`src/hdl/afi_pkg.sv`:
```
// shared constants and carrier types for the 16 x 5 strobe-driven fifo
package afi_pkg;

  localparam int WORD_W = 5;
  localparam int DEPTH = 16;
  localparam int PTR_W = 4;
  localparam int CNT_W = 5;
  localparam logic [CNT_W-1:0] DEPTH_CNT = 5'h10;

  // timing, in ns or MHz as printed, and the derived cycle counts
  localparam int CLK_PERIOD_NS = 4;
  localparam int VAC_MIN_NS = 7;
  localparam int VAC_CYC = (VAC_MIN_NS + CLK_PERIOD_NS - 1) / CLK_PERIOD_NS;
  localparam logic [1:0] VAC_CYC_LAST = 2'(VAC_CYC - 1);
  localparam int FLUSH_MIN_NS = 40;
  localparam int MAX_STROBE_MHZ = 10;

  // wishbone register map, byte addresses
  localparam int ADR_W = 4;
  localparam logic [ADR_W-1:0] OFS_IRQ_STATUS = 4'h0;
  localparam logic [ADR_W-1:0] OFS_IRQ_MASK = 4'h4;
  localparam logic [ADR_W-1:0] OFS_CTRL = 4'h8;
  localparam logic [ADR_W-1:0] OFS_LEVEL = 4'hc;

  // interrupt status bit positions
  localparam int EV_W = 5;
  localparam int EV_FULL = 0;
  localparam int EV_OVERRUN = 1;
  localparam int EV_UNDERRUN = 2;
  localparam int EV_FLUSH = 3;
  localparam int EV_HEAD = 4;
  localparam logic [EV_W-1:0] IRQ_STATUS_RST = 5'h00;
  localparam logic [EV_W-1:0] IRQ_MASK_RST = 5'h00;

  // control and level register fields
  localparam int CTRL_SOFT_FLUSH = 0;
  localparam int LVL_SPACE = 5;
  localparam int LVL_HEAD_VALID = 6;

  typedef struct packed {
    logic load_strobe_first;
    logic load_strobe_second;
    logic [WORD_W-1:0] write_word_in;
    logic unload_strobe;
    logic flush_input_n;
    logic output_enable_n;
  } afi_pin_in_t;

  localparam afi_pin_in_t PIN_IN_RST = '{1'b1, 1'b1, 5'h00, 1'b1, 1'b1, 1'b1};

  typedef struct packed {
    logic space_available;
    logic vacancy_pulse_n;
    logic head_valid;
    logic [WORD_W-1:0] read_word_out;
    logic read_word_oe;
  } afi_pin_out_t;

  typedef enum logic {FETCH_IDLE, FETCH_WAIT} afi_fetch_t;

endpackage : afi_pkg

```
`src/hdl/afi_word_mem.sv`:
```
// word storage array with registered read data
`timescale 1ns/1ps
module afi_word_mem #(
  parameter int WIDTH = 5,
  parameter int DEPTH = 16,
  parameter int AW = 4
) (
  input wire logic sys_clk,
  input wire logic rst,
  input wire logic wr_en,
  input wire logic [AW-1:0] wr_addr,
  input wire logic [WIDTH-1:0] wr_data,
  input wire logic rd_en,
  input wire logic [AW-1:0] rd_addr,
  output logic [WIDTH-1:0] rd_data
);

  logic [WIDTH-1:0] mem_ff [DEPTH];
  logic [WIDTH-1:0] rd_data_ff;

  // array has no reset; only written words are ever read back
  always_ff @(posedge sys_clk) begin
    if (wr_en) begin
      mem_ff[wr_addr] <= wr_data;
    end
  end

  always_ff @(posedge sys_clk or posedge rst) begin
    if (rst) begin
      rd_data_ff <= '0;
    end else if (rd_en) begin
      rd_data_ff <= mem_ff[rd_addr];
    end
  end

  assign rd_data = rd_data_ff;

endmodule : afi_word_mem

```
`src/hdl/afi_fifo_top.sv`:
```
// strobe-driven 16 x 5 fifo with wishbone status and interrupt registers
//
// How it works
// [RULE_01] a word is captured on the rising edge of the toggling load strobe
// [RULE_02] producer holds one load strobe high while pulsing the other
// [RULE_03] unload strobe rests high; its rising edge releases the head word
// [RULE_04] space available is high unless all sixteen locations are occupied
// [RULE_05] vacancy pulse goes low at least 7 ns when a full queue frees a location
// [RULE_06] head valid is high only while head holds data and unload is high
// [RULE_07] head valid is forced low while the unload strobe is low
// [RULE_08] read data always shows the head location
// [RULE_09] read data keeps the polarity of the written data
// [RULE_10] output enable low drives read data; high floats it, rest keeps working
// [RULE_11] falling edge of flush empties the queue and drops head valid
// [RULE_12] flush leaves the read data value unchanged
// [RULE_13] storage holds sixteen five-bit words, moved a whole word at a time
// [RULE_14] write and read sides run independently from dc up to 10 MHz
// [RULE_15] a word written to an empty queue moves to the head without a read
// [RULE_16] producer avoids writing when full; consumer avoids reading when not valid
`timescale 1ns/1ps
module afi_fifo_top (
  input wire logic sys_clk,
  input wire logic rst,
  input wire afi_pkg::afi_pin_in_t pins_i,
  output afi_pkg::afi_pin_out_t pins_o,
  input wire logic wb_cyc_i,
  input wire logic wb_stb_i,
  input wire logic wb_we_i,
  input wire logic [afi_pkg::ADR_W-1:0] wb_adr_i,
  input wire logic [3:0] wb_sel_i,
  input wire logic [31:0] wb_dat_i,
  output logic [31:0] wb_dat_o,
  output logic wb_ack_o,
  output logic irq
);
  import afi_pkg::*;

  ////////////////////////////////////////////////////////////////////////////
  // pin synchronisers
  afi_pin_in_t pin_s1_ff;
  afi_pin_in_t pin_s2_ff;
  afi_pin_in_t pin_d_ff;

  // two stages per pin; 250 MHz oversamples 10 MHz strobes many times over
  always_ff @(posedge sys_clk or posedge rst) begin
    if (rst) begin
      pin_s1_ff <= PIN_IN_RST;
      pin_s2_ff <= PIN_IN_RST;
      pin_d_ff <= PIN_IN_RST;
    end else begin
      pin_s1_ff <= pins_i;
      pin_s2_ff <= pin_s1_ff; // RULE_14
      pin_d_ff <= pin_s2_ff;
    end
  end

  logic rise_first;
  logic rise_second;
  logic wr_rise;
  logic rd_rise;
  logic pin_flush;
  logic soft_flush_ff;
  logic flush_evt;

  assign rise_first = pin_s2_ff.load_strobe_first & ~pin_d_ff.load_strobe_first;
  assign rise_second = pin_s2_ff.load_strobe_second & ~pin_d_ff.load_strobe_second;
  // partner strobe low acts as inhibit
  assign wr_rise = (rise_first & pin_s2_ff.load_strobe_second)
                 | (rise_second & pin_s2_ff.load_strobe_first); // RULE_01 RULE_02
  assign rd_rise = pin_s2_ff.unload_strobe & ~pin_d_ff.unload_strobe; // RULE_03
  assign pin_flush = ~pin_s2_ff.flush_input_n & pin_d_ff.flush_input_n;
  assign flush_evt = pin_flush | soft_flush_ff; // RULE_11

  ////////////////////////////////////////////////////////////////////////////
  // queue control
  afi_fetch_t fetch_ff;
  logic head_full_ff;
  logic [WORD_W-1:0] head_word_ff;
  logic [PTR_W-1:0] wr_ptr_ff;
  logic [PTR_W-1:0] rd_ptr_ff;
  logic [CNT_W-1:0] mem_cnt_ff;
  logic [CNT_W-1:0] occupancy_ff;
  logic [CNT_W-1:0] nxt_occupancy;
  logic [WORD_W-1:0] mem_rd_data;
  logic write_ok;
  logic overrun;
  logic release_head;
  logic fetch_go;
  logic nxt_head_full;

  // occupancy counts memory, the word in flight and the head together
  assign write_ok = wr_rise & (occupancy_ff != DEPTH_CNT) & ~flush_evt;
  assign overrun = wr_rise & (occupancy_ff == DEPTH_CNT);
  assign release_head = rd_rise & head_full_ff & ~flush_evt;
  assign fetch_go = (fetch_ff == FETCH_IDLE) & ~head_full_ff & (mem_cnt_ff != '0) & ~flush_evt; // RULE_15
  assign nxt_occupancy = flush_evt ? '0
                       : occupancy_ff + CNT_W'(write_ok) - CNT_W'(release_head);

  afi_word_mem #(
    .WIDTH(WORD_W),
    .DEPTH(DEPTH),
    .AW(PTR_W)
  ) u_mem ( // RULE_13
    .sys_clk(sys_clk),
    .rst(rst),
    .wr_en(write_ok),
    .wr_addr(wr_ptr_ff),
    .wr_data(pin_s2_ff.write_word_in),
    .rd_en(fetch_go),
    .rd_addr(rd_ptr_ff),
    .rd_data(mem_rd_data)
  );

  always_ff @(posedge sys_clk or posedge rst) begin
    if (rst) begin
      wr_ptr_ff <= '0;
      rd_ptr_ff <= '0;
      mem_cnt_ff <= '0;
      occupancy_ff <= '0;
    end else if (flush_evt) begin
      wr_ptr_ff <= '0; // RULE_11
      rd_ptr_ff <= '0;
      mem_cnt_ff <= '0;
      occupancy_ff <= '0;
    end else begin
      wr_ptr_ff <= wr_ptr_ff + PTR_W'(write_ok); // RULE_01
      rd_ptr_ff <= rd_ptr_ff + PTR_W'(fetch_go);
      mem_cnt_ff <= mem_cnt_ff + CNT_W'(write_ok) - CNT_W'(fetch_go);
      occupancy_ff <= nxt_occupancy;
    end
  end

  // head word is cleared only by reset: a flush only drops its valid flag
  always_comb begin
    nxt_head_full = head_full_ff;
    if (flush_evt) begin
      nxt_head_full = 1'b0;
    end else if (release_head) begin
      nxt_head_full = 1'b0;
    end else if (fetch_ff == FETCH_WAIT) begin
      nxt_head_full = 1'b1;
    end
  end

  always_ff @(posedge sys_clk or posedge rst) begin
    if (rst) begin
      fetch_ff <= FETCH_IDLE;
      head_full_ff <= 1'b0;
      head_word_ff <= '0;
    end else begin
      head_full_ff <= nxt_head_full; // RULE_03 RULE_11
      case (fetch_ff)
        FETCH_IDLE: begin
          if (fetch_go) begin
            fetch_ff <= FETCH_WAIT;
          end
        end
        FETCH_WAIT: begin
          fetch_ff <= FETCH_IDLE;
          if (!flush_evt) begin
            head_word_ff <= mem_rd_data; // RULE_08 RULE_09 RULE_12 RULE_15
          end
        end
        default: begin
          fetch_ff <= FETCH_IDLE;
        end
      endcase
    end
  end

  ////////////////////////////////////////////////////////////////////////////
  // status pins
  logic space_ff;
  logic vac_n_ff;
  logic [1:0] vac_cnt_ff;
  logic head_valid_ff;
  logic oe_ff;
  logic vac_start;

  assign vac_start = (occupancy_ff == DEPTH_CNT) & (nxt_occupancy != DEPTH_CNT);

  always_ff @(posedge sys_clk or posedge rst) begin
    if (rst) begin
      space_ff <= 1'b1;
      head_valid_ff <= 1'b0;
      oe_ff <= 1'b0;
    end else begin
      space_ff <= (nxt_occupancy != DEPTH_CNT); // RULE_04
      head_valid_ff <= nxt_head_full & pin_s2_ff.unload_strobe; // RULE_06 RULE_07
      oe_ff <= ~pin_s2_ff.output_enable_n; // RULE_10
    end
  end

  always_ff @(posedge sys_clk or posedge rst) begin
    if (rst) begin
      vac_n_ff <= 1'b1;
      vac_cnt_ff <= '0;
    end else if (vac_start) begin
      vac_n_ff <= 1'b0; // RULE_05
      vac_cnt_ff <= VAC_CYC_LAST;
    end else if (vac_cnt_ff != '0) begin
      vac_n_ff <= 1'b0;
      vac_cnt_ff <= vac_cnt_ff - 2'h1;
    end else begin
      vac_n_ff <= 1'b1;
    end
  end

  // the pad ring turns read_word_oe into the three-state drive
  assign pins_o = '{space_ff, vac_n_ff, head_valid_ff, head_word_ff, oe_ff};

  ////////////////////////////////////////////////////////////////////////////
  // wishbone registers and interrupt
  logic ack_ff;
  logic [31:0] dat_ff;
  logic [EV_W-1:0] status_ff;
  logic [EV_W-1:0] mask_ff;
  logic irq_ff;
  logic wb_req;
  logic wb_wr;
  logic [EV_W-1:0] events;
  logic [EV_W-1:0] w1c;
  logic [EV_W-1:0] nxt_status;

  assign wb_req = wb_cyc_i & wb_stb_i & ~ack_ff;
  // a write commits on the edge at which the master samples ack high
  assign wb_wr = wb_cyc_i & wb_stb_i & ack_ff & wb_we_i & wb_sel_i[0];
  assign w1c = (wb_wr && wb_adr_i == OFS_IRQ_STATUS) ? wb_dat_i[EV_W-1:0] : '0;

  always_comb begin
    events = '0;
    events[EV_FULL] = space_ff & (nxt_occupancy == DEPTH_CNT);
    events[EV_OVERRUN] = overrun;
    events[EV_UNDERRUN] = rd_rise & ~head_full_ff;
    events[EV_FLUSH] = flush_evt;
    events[EV_HEAD] = ~head_full_ff & nxt_head_full;
  end

  // a new event beats a simultaneous clear
  assign nxt_status = (status_ff & ~w1c) | events;

  always_ff @(posedge sys_clk or posedge rst) begin
    if (rst) begin
      status_ff <= IRQ_STATUS_RST;
      mask_ff <= IRQ_MASK_RST;
      soft_flush_ff <= 1'b0;
      irq_ff <= 1'b0;
    end else begin
      status_ff <= nxt_status;
      irq_ff <= |(nxt_status & mask_ff);
      soft_flush_ff <= wb_wr & (wb_adr_i == OFS_CTRL) & wb_dat_i[CTRL_SOFT_FLUSH];
      if (wb_wr && wb_adr_i == OFS_IRQ_MASK) begin
        mask_ff <= wb_dat_i[EV_W-1:0];
      end
    end
  end

  // one wait state; unmapped offsets read zero and ignore writes
  always_ff @(posedge sys_clk or posedge rst) begin
    if (rst) begin
      ack_ff <= 1'b0;
      dat_ff <= '0;
    end else begin
      ack_ff <= wb_req;
      dat_ff <= '0;
      if (wb_req && !wb_we_i) begin
        case (wb_adr_i)
          OFS_IRQ_STATUS: dat_ff <= 32'(status_ff);
          OFS_IRQ_MASK: dat_ff <= 32'(mask_ff);
          OFS_LEVEL: dat_ff <= 32'({head_valid_ff, space_ff, occupancy_ff});
          default: dat_ff <= '0;
        endcase
      end
    end
  end

  assign wb_ack_o = ack_ff;
  assign wb_dat_o = dat_ff;
  assign irq = irq_ff;
endmodule : afi_fifo_top

```
`config.mk`:
```
export PLATFORM = sky130hd
export DESIGN_NAME = afi_fifo_top
export DESIGN_NICKNAME = d
export VERILOG_FILES = /design/src/hdl/afi_pkg.sv /design/src/hdl/afi_word_mem.sv /design/src/hdl/afi_fifo_top.sv
export SDC_FILE = /design/constraint.sdc
export NUM_CORES = 1
export LEC_CHECK = 0
export BUFFER_PORTS_ARGS = -buffer_cell sky130_fd_sc_hd__buf_2
export CAP_MARGIN = 10
export CORE_MARGIN = 4
export CORE_UTILIZATION = 50
export CTS_BUF_LIST = sky130_fd_sc_hd__clkbuf_4 sky130_fd_sc_hd__clkbuf_8 sky130_fd_sc_hd__clkbuf_16
export DETAILED_ROUTE_END_ITERATION = 16
export PLACE_DENSITY = 0.71
export SLEW_MARGIN = 10
export SYNTH_ARGS = -nofsm -noshare
export SYNTH_HDL_FRONTEND = slang
export SYNTH_SLANG_ARGS = --single-unit
```
`constraint.sdc`:
```
create_clock -name sys_clk -period 6.9 [get_ports sys_clk]
set_input_delay 1.035 -clock sys_clk [delete_from_list [all_inputs] [get_ports sys_clk]]
set_output_delay 1.035 -clock sys_clk [all_outputs]
set_load 0.05 [all_outputs]
```
## Word level (Yosys, flattened, before mapping)

Memories as Yosys holds them, arrays and structs flattened. A register that Yosys moved wholly into a read port is not among the register bits.
Cells that the tools add are included.

| word-level totals | value |
|---|---|
| bits in registers | 100 |
| input port bits | 55 |
| word-level logic and storage cells | 119 |
| output and inout port bits | 43 |
| RAM bits | 80 |
| memories kept | 1 |

Memory list:

| name | depth | bits a word | rd ports | clocked after memory_dff | wr ports | line | text |
|---|---|---|---|---|---|---|---|
| u_mem.mem_ff | 16 | 5 | 1 | 1 | 1 | afi_word_mem.sv:18 | `logic [WIDTH-1:0] mem_ff [DEPTH];` |

| cells by class | value |
|---|---|
| bitwise operators | 41 |
| multiplexer cells | 19 |
| equal/unequal tests | 7 |
| reductions and logical operators | 10 |
| add/subtract/negate cells | 7 |

Operators with widths:

| kind | count |
|---|---|
| 32-bit two-way mux | 1 |
| 1-bit bitwise AND | 26 |
| 7-bit case mux with 3 select lines | 1 |
| 5-bit two-way mux | 4 |
| 5-bit by 1-bit adder with 5-bit output | 2 |
| 5-bit bitwise AND | 2 |
| 5-bit == test (second input constant) | 2 |
| 5-bit != test (second input constant) | 2 |
| 5-bit by 1-bit subtractor with 5-bit output | 2 |
| 1-bit inverter | 9 |
| 4-bit by 1-bit adder with 4-bit output | 2 |
| 4-bit == test (second input constant) | 2 |
| 1-bit two-way mux | 8 |
| 4-bit two-way mux | 2 |
| 5-bit inverter | 1 |
| 5-bit OR | 1 |
| 5-bit nonzero test | 1 |
| 5-bit OR reduction | 1 |
| 4-bit by 3-bit == test with 1-bit output (second input constant) | 1 |
| 4-bit zero test | 1 |
| 2-bit two-way mux | 2 |
| 2-bit nonzero test | 2 |
| 1-bit logical AND | 3 |
| 1-bit OR | 2 |
| other kinds (4) | 4 |

## Depth between registers and ports, before layout

| depth | value |
|---|---|
| depth after elaboration | 14 |
| gate-level depth with buffers | 15 |
| depth with buffers taken out | 15 |

## Modules after synthesis

Synthesis repeated with hierarchy kept, for this count alone.

| second synthesis, totals | value |
|---|---|
| cells, all modules | 466 |
| area, all modules | 6759.0 um^2 |

By module, submodules not included:

| module | times used | sequential area each (um^2) | area an instance (um^2) | cells each |
|---|---|---|---|---|
| afi_word_mem | 1 | 2527.4 | 3402.0 | 190 |
| afi_fifo_top | 1 | 1896.8 | 3357.0 | 276 |

## Least setup slack after synthesis

OpenSTA, ideal clock, no wires.

| path | value |
|---|---|
| path type | register to register |
| from | register pin_d_ff[1] in the netlist's numbering |
| to | register irq_ff, in the netlist irq |
| cell stages (with the launch flop) | 14 |
| buffers on the path | 0 |
| setup slack | 3.947 ns |
| required time | 6.833 ns |
| library setup time | 0.067 ns |
| arrival | 2.886 ns |
| clock period less this slack | 2.953 ns |
| cell sequence | dfstp_2 -> nor2b_1 -> nor2_2 -> and4_1 -> ha_1 -> inv_1 -> ha_1 -> inv_1 -> fa_1 -> nand2b_1 -> a21oi_1 -> xnor2_2 -> nor4b_4 -> a311o_1 |

| on the way | value |
|---|---|
| word-level cells in the longest chain between the ends | 12 |
| elaborated cells on any way between the ends | 16 |
| those cells by class | 2 x add/sub; 1 x eq/ne; 3 x mux; 9 x bitwise; 1 x reduce/logical |

RTL lines:

| item | line | text |
|---|---|---|
| start, declared | afi_fifo_top.sv:42 | `afi_pin_in_t pin_d_ff;` |
| start signal, assigned | afi_fifo_top.sv:53 | `pin_d_ff <= pin_s2_ff;` |
| 1-bit bitwise AND (*) | afi_fifo_top.sv:71 | `assign pin_flush = ~pin_s2_ff.flush_input_n & pin_d_ff.flush_input_n;` |
| 1-bit OR (*) | afi_fifo_top.sv:72 | `assign flush_evt = pin_flush \| soft_flush_ff;` |
| 1-bit inverter (no source line) | - |  |
| 1-bit bitwise AND | afi_fifo_top.sv:92 | `assign write_ok = wr_rise & (occupancy_ff != DEPTH_CNT) & ~flush_evt;` |
| 5-bit by 1-bit adder with 5-bit output | afi_fifo_top.sv:97 | `: occupancy_ff + CNT_W'(write_ok) - CNT_W'(release_head);` |
| 5-bit by 1-bit subtractor with 5-bit output | afi_fifo_top.sv:97 |  |
| 5-bit two-way mux | afi_fifo_top.sv:96 | `assign nxt_occupancy = flush_evt ? '0` |
| 5-bit == test | afi_fifo_top.sv:232 | `events[EV_FULL] = space_ff & (nxt_occupancy == DEPTH_CNT);` |
| 1-bit bitwise AND | afi_fifo_top.sv:232 |  |
| 5-bit OR (*) | afi_fifo_top.sv:240 | `assign nxt_status = (status_ff & ~w1c) \| events;` |
| 5-bit bitwise AND (*) | afi_fifo_top.sv:250 | `irq_ff <= \|(nxt_status & mask_ff);` |
| 5-bit OR reduction (*) | afi_fifo_top.sv:250 |  |
| end signal, assigned | afi_fifo_top.sv:250 |  |
| end, declared | afi_fifo_top.sv:218 | `logic irq_ff;` |

Mark *: on every way between the ends. The rest lies on a longest branch, timed or not.
A chain may end at the register's enable or synchronous reset.

## Worst setup path in the final report

| path | value |
|---|---|
| from | register pin_s2_ff[1] in the netlist's numbering |
| to | register irq_ff, in the netlist irq |

| on the way | value |
|---|---|
| word-level cells in the longest chain between the ends | 13 |
| elaborated cells on any way between the ends | 17 |
| those cells by class | 2 x add/sub; 1 x eq/ne; 3 x mux; 10 x bitwise; 1 x reduce/logical |

RTL lines:

| item | line | text |
|---|---|---|
| start, declared | afi_fifo_top.sv:41 | `afi_pin_in_t pin_s2_ff;` |
| start signal, assigned | afi_fifo_top.sv:52 | `pin_s2_ff <= pin_s1_ff;` |
| 1-bit inverter (*) | afi_fifo_top.sv:71 |  |
| 1-bit bitwise AND (*) | afi_fifo_top.sv:71 |  |
| 1-bit OR (*) | afi_fifo_top.sv:72 |  |
| 1-bit inverter (no source line) | - |  |
| 1-bit bitwise AND | afi_fifo_top.sv:92 |  |
| 5-bit by 1-bit adder with 5-bit output | afi_fifo_top.sv:97 |  |
| 5-bit by 1-bit subtractor with 5-bit output | afi_fifo_top.sv:97 |  |
| 5-bit two-way mux | afi_fifo_top.sv:96 |  |
| 5-bit == test | afi_fifo_top.sv:232 |  |
| 1-bit bitwise AND | afi_fifo_top.sv:232 |  |
| 5-bit OR (*) | afi_fifo_top.sv:240 |  |
| 5-bit bitwise AND (*) | afi_fifo_top.sv:250 |  |
| 5-bit OR reduction (*) | afi_fifo_top.sv:250 |  |

Marked as above.

==> results_dict.tcl <==
set metrics [dict create \
    ys_ff_latch 160 \
    p_clk_share_pct 30.6 \
    power_mw 2.85 \
    final_cell_mix "edfxtp_1, dfrtp_1, buf_2" \
    io_pins 98 \
    wirelength_um 11400 \
    async_flop_share_pct 50.0 \
    grt_pass1_wl_um 19000 \
    cts_buffers 17 \
    hpwl_um 7780 \
    h-tree-depth 4 \
    critPathKind "flip-flop to flip-flop" \
    status "finished clean" \
    fmax_mhz 275 \
    cts-root-buf "clkbuf_16" \
    drt-initial-drc-count 258 \
    cts_tree "built" \
    vdd_ir_drop_max_mv 0.165 \
    cpPeakStageDelay_ns 0.53 \
    relSlewSlack_pct 35.7 \
    gr-usage-met2_pct 25.7 \
    p_int_mw 1.96 \
    period_share_pct 52.7 \
    whs_path_depth 0 \
    cts_sinks 160 \
    worst_slew_pin_slew_ns 0.965 \
    synth-main-ff-cell "edfxtp_1" \
    synth_fa_ha_area_share_pct 3.77 \
    synth_area_um2 6710 \
    avgSynthCellArea_um2 15.3 \
    cp-end-kind "flip-flop" \
    clkSlewWorstSetupHoldPaths_ns 0.06 \
    synth_edf_count 80 \
    wl_per_cell_um 17.0 \
    power_frac_comb_pct 27.0 \
    viasPerCell 5.22 \
    leakage_nw 3.01 \
    critPathLaunchType "flip-flop" \
    r2r_start "pin_s2_ff[1]" \
    critPathSlowestCell "dfstp_2" \
    synth_cell_type_count 56 \
    synth_seq_area_share_pct 65.9 \
    ant_nets 0 \
    cts-resized-gates 0 \
    die_h_um 124 \
    p_sw_mw 0.888 \
    holdPathEnd "pin_s2_ff[6]" \
    drive_gt1_share_pct 25.2 \
    skew_ns 0.00849 \
    cts_setup_buffers 0 \
    grt_use_met1_pct 22.9 \
    synth_top_family_by_area "multiplexers" \
    grt_pass1_vias 3664 \
    antenna_found_initial 0 \
    n_antenna_cell 0 \
    clk_latency_ns 0.42 \
    grt_use_met3_pct 3.95 \
    timing.rr.end "irq" \
    grt_max_degree 81 \
    cp.required_ns 7.25 \
    path_cells "nor2b_1, nor2_2, nand3_1, ha_1, inv_1, ha_1, inv_1, fa_1, nand2b_1, a21oi_1, xnor2_2, nor4b_4, a311o_1" \
    path_max_fanout 10 \
    gp_congestion 0.823 \
    rsz0062_at_grt "false" \
    ctsHoldBuffers 0 \
    initial_core_util_pct 50.9 \
    via_count 3511 \
    synthSimpleGateAreaFrac_pct 8.00 \
    globalRoute.totalOverflow 0 \
    min_period_ns 3.64 \
    power.density_nw_per_um2 379 \
    cts_buffer_depth 2 \
    grt_usage_pct 16.6 \
    drt_first_pass_iters 5 \
    r2r_cells 13 \
    arrival_ns 3.99 \
    layout_commonest_cell "edfxtp_1" \
    maxCapViolCount 0 \
    muxShareOfSynthArea_pct 10.4 \
    drv_slew 0 \
    hp-class "flip-flop to flip-flop" \
    hold_path.startpoint "pin_s1_ff[6]" \
    syn_inst 439 \
    finalHoldViolCount 0 \
    fp.dieW_um 124 \
    final_cells 672 \
    grt-busiest-layer "met2" \
    setup_viol 0 \
    power_frac_seq_pct 42.4 \
    fp-row-count 42 \
    rrSetupSlack_ns 3.26 \
    area_growth_syn_to_layout_pct 12.0 \
    drc 0 \
    swShare_pct 31.2 \
    synth_warnings 0 \
    dp_cells 640 \
    port_buffers 42 \
    die_area_um2 15300 \
    synth_xor_area_share_pct 1.81 \
    final_nets 557 \
    synth_compound_gate_area_share_pct 4.20 \
    setup_tns_ns 0 \
    core_area_um2 13200 \
]
## logic make-up after synthesis
| kind of cell | after synthesis |
|---|---|
| AOI/OAI and AO/OA | 40 |
| xor gates and xnor gates | 13 |
| adders and majority gates | 19 |
| buffers and inverters | 68 |
| DFF | 160 |
| muxes | 43 |
| other | 1 |
| and+or+nand+nor | 95 |
## per-layer routing
metal  vias to the layer above  part of all wire [%]  routed length, um
li1                       1629                     -                  -
met1                      1766                    44               4980
met2                       100                    50               5660
met3                        16                   5.4                617
met4                         0                   1.5                173
met5                         -                     0                  0
## synth_stat cells, types with 3 or more instances
cell	number	share of area (%)
xor2_1	5	0.65
edfxtp_1	80	36
mux2_2	4	0.67
nor3_1	6	0.45
a21o_1	7	0.78
nor2_1	35	2.0
inv_1	23	1.3
a21oi_1	5	0.37
buf_6	3	0.50
o21ai_1	4	0.30
clkbuf_1	4	0.22
a22oi_1	5	0.56
and2_1	10	0.93
nand3_1	5	0.37
o22ai_1	5	0.47
o21ai_0	3	0.22
mux4_2	20	6.7
a41oi_1	3	0.39
nand2b_1	5	0.47
and4_1	3	0.39
dfrtp_1	64	24
xnor2_1	7	0.91
buf_4	29	3.2
nand3b_1	3	0.34
mux2i_1	10	1.5
or2_1	3	0.28
buf_2	4	0.30
buf_1	3	0.17
mux2_1	9	1.5
nand2_1	9	0.50
dfstp_2	16	6.3
ha_1	17	3.2
## through the flow
step	hold WS [ns]	setup slack [ns]	instance area, um^2	utilization [%]
detailed placement	0.335	3.31	6950	52.7
global placement	0.332	3.44	6950	52.7
finish	0.347	3.26	7510	56.9
CTS	0.349	3.22	7510	56.9
floorplan	0.331	3.84	6800	-
global route	0.357	3.00	7510	56.9
## critical path, delay by kind of cell (launching register included)
kind	cells	cell delay, ns
buf+inv	2	0.13
flops	1	0.53
compound gates	2	0.45
simple gates	5	1.40
fa+ha+maj	3	0.94
xor+xnor	1	0.14
## state kept, by name, indices dropped and copies added, names as in the netlist, 2 cells and up
signal	count
pin_s1_ff	10
wb_dat_o	7
rd_ptr_ff	4
vac_cnt_ff	2
wr_ptr_ff	4
mem_cnt_ff	5
status_ff	5
mask_ff	5
pin_s2_ff	10
occupancy_ff	5
u_mem.mem_ff	80
u_mem.rd_data	5
pin_d_ff	4
head_word_ff	5
## layout make-up
| cell class | instances | area [um^2] |
|---|---|---|
| tap | 176 | 220 |
| fill | 1057 | 5680 |
| multi-input combinational | 235 | 1980 |
| sequential | 160 | 4420 |
| inverter | 25 | 95.1 |
| timing repair buffer | 44 | 225 |
| clock inverter | 15 | 138 |
| clock buffer | 17 | 425 |
## worst max-delay path by stage
stage,startpoint,to,slack [ns],cells past startpoint
3_3_place_gp,pin_s2_ff[1],irq,3.44,13
5_1_grt,pin_s2_ff[1],irq,3.00,13
4_1_cts,pin_s2_ff[1],irq,3.22,13
2_1_floorplan,rst,fetch_ff,3.84,1
3_5_place_dp,pin_s2_ff[1],irq,3.31,13
6_report,pin_s2_ff[1],irq,3.26,13
## power groups by stage
stage / registers (mW) / logic (mW) / clock network, mW
floorplan: 1.23 / 0.620 / 0
global placement: 1.22 / 0.751 / 0
detailed placement: 1.23 / 0.776 / 0
CTS: 1.21 / 0.786 / 0.889
global route: 1.22 / 0.860 / 0.933
finish: 1.21 / 0.769 / 0.870
(Power assumes the default switching activity.)
